### src/cpumc_pkg.sv
package cpumc_pkg;
	typedef enum logic [2:0] {
		MODE_REAL,
		MODE_PROT,
		MODE_V86,
		MODE_COMPAT,
		MODE_LONG64,
		MODE_SMM
	} cpumc_mode_t;

	// mode-control register 0 field positions
	localparam int CR0_PROT_EN_BIT = 0;
	localparam int CR0_PAGING_BIT = 31;
	// mode-control register 4 field positions
	localparam int CR4_PAE_BIT = 5;
	localparam int NUM_CTRL_REGS = 5;
	localparam logic [31:0] CTRL_RESET_VAL = 32'h0000_0000;
	localparam logic [7:0] ADDR_WIDTH_16 = 8'h10;
	localparam logic [7:0] ADDR_WIDTH_32 = 8'h20;
	localparam logic [7:0] ADDR_WIDTH_64 = 8'h40;
	localparam logic [7:0] LIN_ADDR_BITS_LEGACY = 8'h20;
	localparam logic [7:0] LIN_ADDR_BITS_REAL = 8'h14;
	localparam logic [7:0] LIN_ADDR_BITS_LONG = 8'h40;
	localparam logic [7:0] PHYS_ADDR_BITS_LEGACY = 8'h24;
	localparam logic [4:0] GPR_COUNT_LEGACY = 5'h08;
	localparam logic [4:0] GPR_COUNT_LONG = 5'h10;

	typedef struct packed {
		logic [7:0] addr_size;
		logic [7:0] oper_size;
		logic [7:0] stack_size;
		logic [7:0] lin_addr_bits;
		logic [7:0] phys_addr_bits;
		logic [4:0] gpr_count;
		logic [4:0] simd_count;
		logic [7:0] gpr_width;
		logic sub_reg_access;
		logic ext_regs_ok;
		logic v86_ok;
		logic hw_task_sw_ok;
		logic pae_ok;
	} cpumc_env_t;

	typedef struct packed {
		logic valid;
		logic [2:0] index;
		logic [31:0] data;
	} cpumc_wr_t;

	typedef struct packed {
		logic valid;
		logic reg_ext;
		logic reg_ext_w;
		logic opsize_ovr;
		logic addrsize_ovr;
	} cpumc_prefix_t;
endpackage

### src/cpumc_mode_ctrl.sv
`timescale 1ns/100ps
// Functional notes
// reset puts the core in real-address mode with 16-bit environment; code clears env_q at reset, 16-bit only from the first clock after release
// system-management entry from the pin or from the interrupt controller message
// entry saves the interrupted context, then selects the separate address space
// return restores the saved context and previous mode exactly
// virtual-8086 is a per-task flag inside protected mode only
// long sub-mode chosen from the current code segment's 64-bit attribute
// compatibility keeps 4 GByte linear space, 16 or 32-bit sizes
// compatibility forbids virtual-8086 and hardware task switch, keeps privilege levels
// 64-bit sub-mode has sixteen 64-bit general and sixteen SIMD registers
// 64-bit sub-mode defaults to 64-bit address, 32-bit operand size
// extension prefix with size override changes operand size per instruction
// extension prefix opens added registers and 64-bit operands in 64-bit mode
// outside long mode linear space 4 GBytes, physical 64 GBytes; code gives real and management modes a 20-bit linear space
// 32-bit general registers reachable as 8 or 16-bit in all modes
// compatibility allows physical memory above 4 GByte through address extension
// mode derives from five mode-control registers; code decodes only register 0 and the long-mode, segment and task inputs
// 64-bit sub-mode stack pointer fixed at 64 bits, no override
// mode state changes only on reset, management entry/return, or register write
module cpumc_mode_ctrl
	import cpumc_pkg::*;
(
	// clock and reset
	input wire logic clock,
	input wire logic nrst,
	// platform interrupt sources
	input wire logic sys_mgmt_irq_pin_n,
	input wire logic advanced_irq_controller_smi,
	input wire logic sys_mgmt_return,
	// software access to the mode-control registers
	input wire cpumc_wr_t ctrl_wr,
	input wire logic long_mode_active,
	input wire logic cs_long_attr,
	input wire logic cs_default_32,
	input wire logic task_v86_flag,
	// per-instruction prefixes
	input wire cpumc_prefix_t prefix,
	// results
	output cpumc_mode_t mode_q,
	output logic sys_mgmt_mode_q,
	output logic sys_mgmt_enter_q,
	output cpumc_env_t env_q,
	output logic [7:0] insn_oper_size_q,
	output logic [7:0] insn_addr_size_q,
	output logic insn_ext_regs_q,
	output logic [31:0] mode_control_reg_0_q,
	output logic [31:0] mode_control_reg_4_q
);
	logic pin_s1_q, pin_s1_d, pin_s2_q, pin_s2_d;
	logic [31:0] ctrl_q [NUM_CTRL_REGS];
	logic [31:0] ctrl_d [NUM_CTRL_REGS];
	logic [31:0] saved_cr0_q, saved_cr0_d, saved_cr4_q, saved_cr4_d;
	cpumc_mode_t saved_mode_q, saved_mode_d;
	logic sys_mgmt_d, enter_d;
	cpumc_mode_t mode_d, base_mode;
	cpumc_env_t env_d;
	logic [7:0] op_d, ad_d;
	logic ext_d;
	logic sys_mgmt_interrupt;
	logic prot_en_next;

	// pin is asynchronous: two flops before use
	always_comb
	begin
		pin_s1_d = ~sys_mgmt_irq_pin_n;
		pin_s2_d = pin_s1_q;
	end

	assign sys_mgmt_interrupt = pin_s2_q | advanced_irq_controller_smi;

	// mode from control registers and code segment
	always_comb
	begin
		// a write this cycle decides the new mode, so use the value being written, not the stale one
		prot_en_next = ctrl_q[0][CR0_PROT_EN_BIT];
		if (ctrl_wr.valid && ctrl_wr.index == 3'h0)
			prot_en_next = ctrl_wr.data[CR0_PROT_EN_BIT];
		if (!prot_en_next)
			base_mode = MODE_REAL;
		else if (long_mode_active && cs_long_attr)
			base_mode = MODE_LONG64;
		else if (long_mode_active)
			base_mode = MODE_COMPAT;
		else if (task_v86_flag)
			base_mode = MODE_V86;
		else
			base_mode = MODE_PROT;
	end

	always_comb
	begin
		for (int i = 0; i < NUM_CTRL_REGS; i++)
			ctrl_d[i] = ctrl_q[i];
		saved_cr0_d = saved_cr0_q;
		saved_cr4_d = saved_cr4_q;
		saved_mode_d = saved_mode_q;
		sys_mgmt_d = sys_mgmt_mode_q;
		enter_d = 1'b0;
		mode_d = mode_q;
		if (!sys_mgmt_mode_q && sys_mgmt_interrupt)
		begin
			// save context before switching to the private space
			saved_cr0_d = ctrl_q[0];
			saved_cr4_d = ctrl_q[4];
			saved_mode_d = mode_q;
			sys_mgmt_d = 1'b1;
			enter_d = 1'b1;
			mode_d = MODE_SMM;
		end
		else if (sys_mgmt_mode_q && sys_mgmt_return)
		begin
			ctrl_d[0] = saved_cr0_q;
			ctrl_d[4] = saved_cr4_q;
			sys_mgmt_d = 1'b0;
			mode_d = saved_mode_q;
		end
		else
		begin
			if (ctrl_wr.valid && ctrl_wr.index < 3'(NUM_CTRL_REGS))
				ctrl_d[ctrl_wr.index] = ctrl_wr.data;
			// segment and task inputs only change the mode alongside a register write; cs_default_32 sets the sizes every cycle in MODE_PROT and MODE_COMPAT
			if (!sys_mgmt_mode_q && ctrl_wr.valid)
				mode_d = base_mode;
		end
	end

	// environment per mode
	always_comb
	begin
		env_d = '0;
		env_d.sub_reg_access = 1'b1;
		env_d.gpr_count = GPR_COUNT_LEGACY;
		env_d.simd_count = GPR_COUNT_LEGACY;
		env_d.gpr_width = ADDR_WIDTH_32;
		env_d.lin_addr_bits = LIN_ADDR_BITS_LEGACY;
		env_d.phys_addr_bits = PHYS_ADDR_BITS_LEGACY;
		env_d.addr_size = cs_default_32 ? ADDR_WIDTH_32 : ADDR_WIDTH_16;
		env_d.oper_size = env_d.addr_size;
		env_d.stack_size = env_d.addr_size;
		env_d.hw_task_sw_ok = 1'b1;
		env_d.pae_ok = ctrl_d[4][CR4_PAE_BIT];
		case (mode_d)
			MODE_REAL, MODE_SMM:
			begin
				env_d.addr_size = ADDR_WIDTH_16;
				env_d.oper_size = ADDR_WIDTH_16;
				env_d.stack_size = ADDR_WIDTH_16;
				env_d.lin_addr_bits = LIN_ADDR_BITS_REAL;
				env_d.hw_task_sw_ok = 1'b0;
			end
			MODE_PROT:
				env_d.v86_ok = 1'b1;
			MODE_V86:
			begin
				env_d.v86_ok = 1'b1;
				env_d.addr_size = ADDR_WIDTH_16;
				env_d.oper_size = ADDR_WIDTH_16;
			end
			MODE_COMPAT:
			begin
				env_d.v86_ok = 1'b0;
				env_d.hw_task_sw_ok = 1'b0;
				env_d.lin_addr_bits = LIN_ADDR_BITS_LEGACY;
				env_d.pae_ok = 1'b1;
			end
			MODE_LONG64:
			begin
				env_d.gpr_count = GPR_COUNT_LONG;
				env_d.simd_count = GPR_COUNT_LONG;
				env_d.gpr_width = ADDR_WIDTH_64;
				env_d.addr_size = ADDR_WIDTH_64;
				env_d.oper_size = ADDR_WIDTH_32;
				env_d.stack_size = ADDR_WIDTH_64;
				env_d.lin_addr_bits = LIN_ADDR_BITS_LONG;
				env_d.ext_regs_ok = 1'b1;
				env_d.hw_task_sw_ok = 1'b0;
				env_d.pae_ok = 1'b1;
			end
			default:
				env_d.v86_ok = 1'b0;
		endcase
	end

	// per-instruction effective sizes
	always_comb
	begin
		op_d = env_q.oper_size;
		ad_d = env_q.addr_size;
		ext_d = 1'b0;
		if (prefix.valid)
		begin
			if (mode_q == MODE_LONG64)
			begin
				ext_d = prefix.reg_ext;
				if (prefix.reg_ext && prefix.reg_ext_w)
					op_d = ADDR_WIDTH_64;
				else if (prefix.opsize_ovr)
					op_d = ADDR_WIDTH_16;
				if (prefix.addrsize_ovr)
					ad_d = ADDR_WIDTH_32;
			end
			else
			begin
				// only 16 and 32 exist outside 64-bit sub-mode
				if (prefix.opsize_ovr)
					op_d = (env_q.oper_size == ADDR_WIDTH_32) ? ADDR_WIDTH_16 : ADDR_WIDTH_32;
				if (prefix.addrsize_ovr)
					ad_d = (env_q.addr_size == ADDR_WIDTH_32) ? ADDR_WIDTH_16 : ADDR_WIDTH_32;
			end
		end
	end

	always_ff @(posedge clock or negedge nrst)
	begin
		if (!nrst)
		begin
			pin_s1_q <= 1'b0;
			pin_s2_q <= 1'b0;
			for (int i = 0; i < NUM_CTRL_REGS; i++)
				ctrl_q[i] <= CTRL_RESET_VAL;
			saved_cr0_q <= CTRL_RESET_VAL;
			saved_cr4_q <= CTRL_RESET_VAL;
			saved_mode_q <= MODE_REAL;
			sys_mgmt_mode_q <= 1'b0;
			sys_mgmt_enter_q <= 1'b0;
			mode_q <= MODE_REAL;
			env_q <= '0;
			insn_oper_size_q <= ADDR_WIDTH_16;
			insn_addr_size_q <= ADDR_WIDTH_16;
			insn_ext_regs_q <= 1'b0;
			mode_control_reg_0_q <= CTRL_RESET_VAL;
			mode_control_reg_4_q <= CTRL_RESET_VAL;
		end
		else
		begin
			pin_s1_q <= pin_s1_d;
			pin_s2_q <= pin_s2_d;
			for (int i = 0; i < NUM_CTRL_REGS; i++)
				ctrl_q[i] <= ctrl_d[i];
			saved_cr0_q <= saved_cr0_d;
			saved_cr4_q <= saved_cr4_d;
			saved_mode_q <= saved_mode_d;
			sys_mgmt_mode_q <= sys_mgmt_d;
			sys_mgmt_enter_q <= enter_d;
			mode_q <= mode_d;
			env_q <= env_d;
			insn_oper_size_q <= op_d;
			insn_addr_size_q <= ad_d;
			insn_ext_regs_q <= ext_d;
			mode_control_reg_0_q <= ctrl_d[0];
			mode_control_reg_4_q <= ctrl_d[4];
		end
	end

	property p_entry;
		@(posedge clock) disable iff (!nrst)
		(!sys_mgmt_mode_q && sys_mgmt_interrupt) |=> (sys_mgmt_mode_q && mode_q == MODE_SMM && sys_mgmt_enter_q);
	endproperty
	a_entry: assert property (p_entry) else $error("management entry missed");

	property p_save;
		@(posedge clock) disable iff (!nrst)
		sys_mgmt_enter_q |-> (saved_mode_q == $past(mode_q) && saved_cr0_q == $past(mode_control_reg_0_q));
	endproperty
	a_save: assert property (p_save) else $error("context not saved on entry");

	property p_return;
		@(posedge clock) disable iff (!nrst)
		(sys_mgmt_mode_q && sys_mgmt_return && !sys_mgmt_enter_q) |=> (mode_q == $past(saved_mode_q) && !sys_mgmt_mode_q);
	endproperty
	a_return: assert property (p_return) else $error("previous mode not restored");

	property p_v86;
		@(posedge clock) disable iff (!nrst)
		(mode_q == MODE_V86) |-> mode_control_reg_0_q[CR0_PROT_EN_BIT];
	endproperty
	a_v86: assert property (p_v86) else $error("v86 outside protected mode");

	property p_compat;
		@(posedge clock) disable iff (!nrst)
		##1 ($past(mode_d) == MODE_COMPAT) |-> (!env_q.v86_ok && !env_q.hw_task_sw_ok && env_q.lin_addr_bits == 8'h20);
	endproperty
	a_compat: assert property (p_compat) else $error("compatibility limits broken");

	property p_long;
		@(posedge clock) disable iff (!nrst)
		##1 ($past(mode_d) == MODE_LONG64) |-> (env_q.gpr_count == 5'h10 && env_q.addr_size == 8'h40
			&& env_q.oper_size == 8'h20 && env_q.stack_size == 8'h40);
	endproperty
	a_long: assert property (p_long) else $error("64-bit environment wrong");

	property p_rexw;
		@(posedge clock) disable iff (!nrst)
		(prefix.valid && prefix.reg_ext && prefix.reg_ext_w && mode_q == MODE_LONG64) |=> insn_oper_size_q == 8'h40;
	endproperty
	a_rexw: assert property (p_rexw) else $error("extension prefix ignored");

	property p_stable;
		@(posedge clock) disable iff (!nrst)
		(!ctrl_wr.valid && !sys_mgmt_interrupt && !(sys_mgmt_mode_q && sys_mgmt_return)) |=> $stable(mode_q);
	endproperty
	a_stable: assert property (p_stable) else $error("mode changed without cause");

	property p_legacy;
		@(posedge clock) disable iff (!nrst)
		##1 ($past(mode_d) == MODE_PROT) |-> (env_q.lin_addr_bits == 8'h20 && env_q.phys_addr_bits == 8'h24);
	endproperty
	a_legacy: assert property (p_legacy) else $error("legacy address limits wrong");
endmodule

### config.mk
export PLATFORM = sky130hd
export DESIGN_NAME = cpumc_mode_ctrl
export DESIGN_NICKNAME = d
export VERILOG_FILES = /design/src/cpumc_pkg.sv /design/src/cpumc_mode_ctrl.sv
export SDC_FILE = /design/constraint.sdc
export NUM_CORES = 1
export LEC_CHECK = 0
export ABC_AREA = 1
export BUFFER_PORTS_ARGS = -buffer_cell sky130_fd_sc_hd__buf_2
export CORE_UTILIZATION = 45
export CTS_CLUSTER_SIZE = 24
export DETAILED_ROUTE_END_ITERATION = 10
export PLACE_DENSITY = 0.81
export SLEW_MARGIN = 20
export SYNTH_ARGS = -nofsm -noshare
export SYNTH_HDL_FRONTEND = slang
export SYNTH_SLANG_ARGS = --single-unit
### constraint.sdc
create_clock -name clock -period 1.7 [get_ports clock]
set_clock_uncertainty 0.15 [all_clocks]
set_input_delay 0.085 -clock clock [delete_from_list [all_inputs] [get_ports clock]]
set_output_delay 0.085 -clock clock [all_outputs]
set_load 0.05 [all_outputs]
==> results of run 1 <==
## worst reg2reg max path, cell delays in order, from the launching register on
cell and delay, ps:
dfrtp_2 480, inv_2 90, nand3_2 90, nor2_2 130
nand3_1 100, nand2_1 90, nand2_2 80, nand2_4 160
inv_1 60, nand2_1 80, nand2_2 60, nand2_1 50
## cells by family (layout without fill, tap and decap cells)
family                 count (synthesis)  after routing  share of synthesized area, %
buffers and inverters                217            374                          15.5
and+or+nand+nor                      200            200                          13.3
DFF                                  158            158                          56.8
AOI/OAI and AO/OA                    144            144                          14.2
other                                  2             49                         0.108
## how the worst min path moves through the flow
stage / to / from / slack [ps]
after floorplan: ctrl_q[0] / nrst / -360
after global placement: insn_oper_size_q[6] / nrst / -170
after detailed placement: insn_ext_regs_q / nrst / -170
after CTS: ctrl_q[6] / ctrl_wr[33] / 70
after global routing: sys_mgmt_mode_q / sys_mgmt_return / 60
final: sys_mgmt_mode_q / sys_mgmt_return / 50
## area by class of cell
| type | instances | share of cell area, % |
|---|---|---|
| timing repair buffer | 218 | 16.6 |
| sequential | 158 | 44.5 |
| clock buffer | 21 | 5.18 |
| clock inverter | 11 | 1.55 |
| tap | 188 | 2.65 |
| inverter | 124 | 5.27 |
| multi-input combinational | 393 | 24.3 |
## report_power, final
part	internal [mW]	total (mW)	switching, mW
registers	5.00	5.72	0.718
clock network	2.38	3.85	1.47
logic	1.44	6.03	4.59
total	8.82	15.6	6.78
## state kept, by name, summed over array words and instances, names as in the netlist
name,count
mode_q,3
insn_addr_size_q,3
saved_mode_q,3
ctrl_q,64
saved_cr0_q,32
insn_ext_regs_q,1
saved_cr4_q,32
sys_mgmt_enter_q,1
pin_s2_q,1
env_q,13
insn_oper_size_q,3
pin_s1_q,1
sys_mgmt_mode_q,1
## layer usage
metal / share of wire, % / up-vias / track usage, %
met4: 3.3 / 0 / 10.5
met1: 43 / 2733 / 28.9
met2: 48 / 238 / 33.5
met5: 0 / - / 0
li1: - / 2605 / -
met3: 6.3 / 49 / 5.27
## per-stage QoR
stage | TNS (ps) | cell area (um^2) | hold WS (ps) | util, %
6_report | 0 | 8880 | 50.3 | 58.7
4_1_cts | 0 | 8820 | 66.3 | 58.2
3_3_place_gp | 0 | 7740 | -168 | 51.1
5_1_grt | -243 | 8880 | 57.0 | 58.7
3_5_place_dp | 0 | 7740 | -168 | 51.1
2_1_floorplan | 0 | 7140 | -361 | -
## what timing repair did
action / in CTS / in global routing
hold endpoints to repair: 237 / 0
gates resized for setup: 2 / 11
buffers inserted: 0 / 3
hold buffers: 46 / 0
pin swaps: 1 / 3
setup endpoints to repair: 2 / 90
## layout by cell type (no fill, tap or decap), types with 7 or more instances in the layout
cell / n
dfrtp_1: 155
nand2_1: 149
buf_2: 149
inv_1: 116
o21ai_0: 68
o221ai_1: 63
conb_1: 49
dlygate4sd3_1: 45
clkbuf_16: 17
buf_4: 15
nor2_1: 12
inv_2: 7
buf_12: 7
==> metrics.md, run 1 <==
| Metric | Value |
|---|---|
| Startpoint Class | `flip-flop` |
| Commonest cells post-synth | `dfrtp_1 (156), nand2_1 (150), inv_1 (117), o21ai_0 (68), o221ai_1 (63)` |
| CTS H-Tree Depth | `4` |
| Synth area leaders | `dfrtp_1 (56%), nand2_1 (8.1%), o221ai_1 (7.9%)` |
| WP data required | `1910 ps` |
| VDD IR max | `0.847 mV` |
| First-pass DRT Iterations | `5` |
| Seq/Total Area, Yosys | `56.8%` |
| Grt ovf | `0` |
| Layout cell share with drive strength beyond 1 | `27.0%` |
| Insertion delay to the later sink of the worst-skew pair | `410 ps` |
| Largest net degree at the start of global routing | `69` |
| FF+latch area | `3960 um^2` |
| Number of clock sinks | `158` |
| Fmax | `0.596 GHz` |
| Yosys cell types | `31` |
| DP Cell Count | `1032` |
| PwrDens | `1760 nW/um^2` |
| Cell mode on critical path | `nand2_1` |
| Worst R2R Path Depth | `11` |
| Worst path max stage delay | `480 ps` |
| Core area | `15100 um^2` |
| CTS Buf Count | `17` |
| Fill cell count | `1232` |
| Top delay family on crit path | `simple AND/OR/NAND/NOR gates` |
| Place WS | `5.81 ps` |
| Kind of critical path | `flip-flop to flip-flop` |
| Buffer and inverter count on the worst path | `2` |
| HPWL Detailed | `10700 um` |
| Final nets | `962` |
| ANT cells | `0` |
| Via count | `5625` |
| Hold crit path type | `input pin to flip-flop` |
| Reg2reg setup slack | `20 ps` |
| PortBufs | `150` |
| Max Slew Vio Count | `0` |
| Hold path cells | `5` |
| Clock Tree Buf Depth | `2` |
| Number of global-route vias before repair | `5324` |
| Fin crit period | `1680 ps` |
| Reg2reg end | `env_q[43]` |
| Reg-to-reg startpoint | `sys_mgmt_mode_q` |
| Power, Total | `15.6 mW` |
| Cell Area, Synth | `6960 um^2` |
| Final setup margin | `21.3 ps` |
| WL/cell | `15.3 um` |
| WP data arrival | `1890 ps` |
| Critical path origin | `sys_mgmt_mode_q` |
| Fin. Hold Viols | `0` |
| Post-Syn Instances | `721` |
| Setup crit end | `env_q[43]` |
| Clock Pin Slew Worst Setup and Hold Paths | `60 ps` |
| Ports | `199` |
| P_leak | `4.59 nW` |
| Clock root buffer | `clkbuf_16` |
| Levels on crit path | `11` |
| DRT Wirelength | `17000 um` |
| Critical path, cell by cell | `inv_2, nand3_2, nor2_2, nand3_1, nand2_1, nand2_2, nand2_4, inv_1, nand2_1, nand2_2, nand2_1` |
| Die Area | `16000 um^2` |
| Synth warn | `0` |
| RePlAce Congestion | `0.847` |
| First-pass GRT wire length | `26900 um` |
| EDFF count, synth | `0` |
| Final setup violation count | `0` |
| Initial DRC count | `486` |
| Non-filler instance count after layout | `1113` |
| Vias/cell | `5.05` |
| GRT Overall Usage | `21.7%` |
| DIE HEIGHT | `126 um` |
| Top FF cell, synth | `dfrtp_1` |
| Most frequent cell after synthesis | `dfrtp_1` |
| Max Cap Viol | `0` |
| #FFs+latches synth | `158` |
| CP max-delay cell | `dfrtp_2` |
| CP max FO | `6` |
| Async set or reset register ratio after synthesis | `100%` |
| CTS tree | `built` |
| Synth Area per Inst | `9.66 um^2` |
| Post-synth top area cell | `dfrtp_1` |
| Status | `completed` |
| Area of the multi-input gates | `2150 um^2` |
| CP endpoint kind | `flip-flop` |
| Antenna violation net count after detailed routing | `0` |
| Period utilisation layout | `98.7%` |
| Core Rows | `45` |
| Die width | `126 um` |
| Area grow syn2layout | `27.6%` |
| Post-route DRC | `0` |
| Initial Util | `46.0%` |
| Initial antenna violation count | `0` |
| Yosys top cell area share | `56.1%` |
Note: power is estimated with default switching activity, not from simulation.
==> inputs of run 2 (changes only) <==
CORE_UTILIZATION = 52   (was 45)
PLACE_DENSITY = 0.9   (was 0.81)
==> metrics.md, run 2 (synthesis results as in run 1) <==
| Metric | Value |
|---|---|
| Status | `complete, but fails checks (was completed)` |
| Failing checks | `negative setup slack` |
| WP data required | `1810 ps (was 1910 ps)` |
| Final setup violation count | `2 (was 0)` |
| Final setup margin | `-34.9 ps (was 21.3 ps)` |
| Critical path, cell by cell | `dlygate4sd3_1, buf_2, nor2_4, nand2_1, nor2_4, nand2_1, nand2_2, inv_6, nand2_1, o221ai_1 (was inv_2, nand3_2, nor2_2, nand3_1, nand2_1, nand2_2, nand2_4, inv_1, nand2_1, nand2_2, nand2_1)` |
| GRT Overall Usage | `26.2% (was 21.7%)` |
| Die Area | `13900 um^2 (was 16000 um^2)` |
| Core area | `12800 um^2 (was 15100 um^2)` |
| Area grow syn2layout | `28.2% (was 27.6%)` |
| Layout cell share with drive strength beyond 1 | `27.6% (was 27.0%)` |
| Reg-to-reg startpoint | `sys_mgmt_mode_q (unchanged)` |
| Final nets | `967 (was 962)` |
| Hold crit path type | `input pin to asynchronous set/reset pin (was input pin to flip-flop)` |
| Min Hold Slack | `19.2 ps (was 50.3 ps)` |
| CTS tree | `built (unchanged)` |
| Insertion delay to the later sink of the worst-skew pair | `420 ps (was 410 ps)` |
| Most frequent cells in the layout | `dfrtp_1 (155), buf_2 (149), nand2_1 (147) (was dfrtp_1 (155), nand2_1 (149), buf_2 (149))` |
| Initial DRC count | `629 (was 486)` |
| Biggest register | `ctrl_q (unchanged)` |
| FF+latch area | `3960 um^2 (unchanged)` |
| Clock root buffer | `clkbuf_16 (unchanged)` |
| Period utilisation layout | `102% (was 98.7%)` |
| Clock Tree Buf Depth | `2 (unchanged)` |
| Buffer and inverter count on the worst path | `3 (was 2)` |
| Vias/cell | `5.31 (was 5.05)` |
| First-pass GRT wire length | `28500 um (was 26900 um)` |
| Grt ovf | `0 (unchanged)` |
| Critical path origin | `ctrl_wr[32] (was sys_mgmt_mode_q)` |
| Final setup TNS | `-35.8 ps (was 0 ps)` |
| CP max FO | `19 (was 6)` |
| Number of global-route vias before repair | `5672 (was 5324)` |
| Clock Pin Slew Worst Setup and Hold Paths | `60 ps (about the same)` |
| Fin crit period | `1730 ps (was 1680 ps)` |
| RSZ-0062 raised after global routing | `yes` |
| Place WS | `7.75 ps (was 5.81 ps)` |
| Most common cell after layout, fill and taps aside | `dfrtp_1 (unchanged)` |
| Max Slew Vio Count | `0 (unchanged)` |
| CP max-delay cell | `dlygate4sd3_1 (was dfrtp_2)` |
| Worst path max stage delay | `530 ps (was 480 ps)` |
| DRT Wirelength | `18600 um (was 17000 um)` |
| Core Rows | `41 (was 45)` |
| Cell mode on critical path | `nand2_1 (unchanged)` |
| Top Registers | `ctrl_q (64), saved_cr0_q (32), saved_cr4_q (32) (unchanged)` |
| Antenna violation net count after detailed routing | `0 (unchanged)` |
| VDD IR max | `1.14 mV (was 0.847 mV)` |
| Largest net degree at the start of global routing | `61 (was 69)` |
| Kind of critical path | `input pin to flip-flop (was flip-flop to flip-flop)` |
| Number of clock sinks | `158 (unchanged)` |
| Max Cap Viol | `0 (unchanged)` |
| Post-route DRC | `0 (unchanged)` |
| Reg2reg end | `ctrl_q[133] (was env_q[43])` |
| PwrDens | `1780 nW/um^2 (was 1760 nW/um^2)` |
| CTS H-Tree Depth | `4 (unchanged)` |
| Startpoint Class | `input pin (was flip-flop)` |
| P_leak | `4.61 nW (was 4.59 nW)` |
| CTS Buf Count | `17 (unchanged)` |
| Setup crit end | `ctrl_q[21] (was env_q[43])` |
| DIE HEIGHT | `118 um (was 126 um)` |
| Die width | `118 um (was 126 um)` |
| PortBufs | `150 (unchanged)` |
| Fmax | `0.576 GHz (was 0.596 GHz)` |
| Ports | `199 (unchanged)` |
| Area of the multi-input gates | `2160 um^2 (was 2150 um^2)` |
| WP data arrival | `1840 ps (was 1890 ps)` |
| Levels on crit path | `10 (was 11)` |
| Worst R2R Path Depth | `5 (was 11)` |
| Initial Util | `54.3% (was 46.0%)` |
| Initial antenna violation count | `2 (was 0)` |
| Fill cell count | `908 (was 1232)` |
| Top delay family on crit path | `simple AND/OR/NAND/NOR gates (unchanged)` |
| Max reg flops | `64 (unchanged)` |
| Via count | `5868 (was 5625)` |
| First-pass DRT Iterations | `6 (was 5)` |
| Fin. Hold Viols | `0 (unchanged)` |
| CP endpoint kind | `flip-flop (unchanged)` |
| RePlAce Congestion | `0.892 (was 0.847)` |
| Core Util, Final | `69.6% (was 58.7%)` |
| Reg2reg setup slack | `0 ps (was 20 ps)` |
| HPWL Detailed | `11500 um (was 10700 um)` |
| WL/cell | `16.9 um (was 15.3 um)` |
## run 2: per-stage QoR
| stage | cells | cell area [um^2] | power [mW] |
|---|---|---|---|
| 3_5_place_dp | 1023 | 7770 | 11.7 |
| 2_1_floorplan | 768 | 7140 | 10.3 |
| 6_report | 1105 | 8930 | 15.9 |
| 5_1_grt | 1104 | 8930 | 16.6 |
| 4_1_cts | 1100 | 8840 | 15.7 |
| 3_3_place_gp | 1023 | 7770 | 11.5 |
## run 2: per-layer routing
metal,up-vias,wire [um],GRT usage [%]
met4,0,784,14.6
met3,65,1200,6.73
met5,-,0,0
li1,2611,-,-
met2,333,9390,41.5
met1,2859,7250,32.9
## run 2: how the worst min path moves through the flow
| stage | to | startpoint | slack [ps] | cells after the start |
|---|---|---|---|---|
| CTS | ctrl_q[134] | ctrl_wr[34] | 4 | 4 |
| global placement | env_q[25] | nrst | -100 | 1 |
| finish | insn_oper_size_q[6] | nrst | 20 | 2 |
| detailed placement | saved_cr0_q[11] | nrst | -100 | 1 |
| floorplan | ctrl_q[0] | nrst | -360 | 0 |
| global route | ctrl_q[9] | nrst | 50 | 2 |
## run 2: final cells by class
class	instances	share of cell area, %
Multi-Input combinational cell	393	24.2
Clock buffer	22	5.31
Antenna cell	3	0.0841
Sequential cell	158	44.3
Tap cell	172	2.41
Timing Repair Buffer	223	16.9
Inverter	124	5.30
Clock inverter	10	1.53
## run 2: where the power goes
group / total, mW / internal, mW / switching [mW]
clock: 3.94 / 2.42 / 1.51
combinational: 6.19 / 1.47 / 4.71
sequential: 5.75 / 5.01 / 0.748
## run 2: timing repair
item | in CTS | in global routing
endpoints found under the hold margin | 237 | 0
hold buffers | 45 | 0
buffers inserted | 0 | 2
resized for setup | 2 | 14
setup endpoints to repair | 1 | 42
pin swaps | 0 | 4
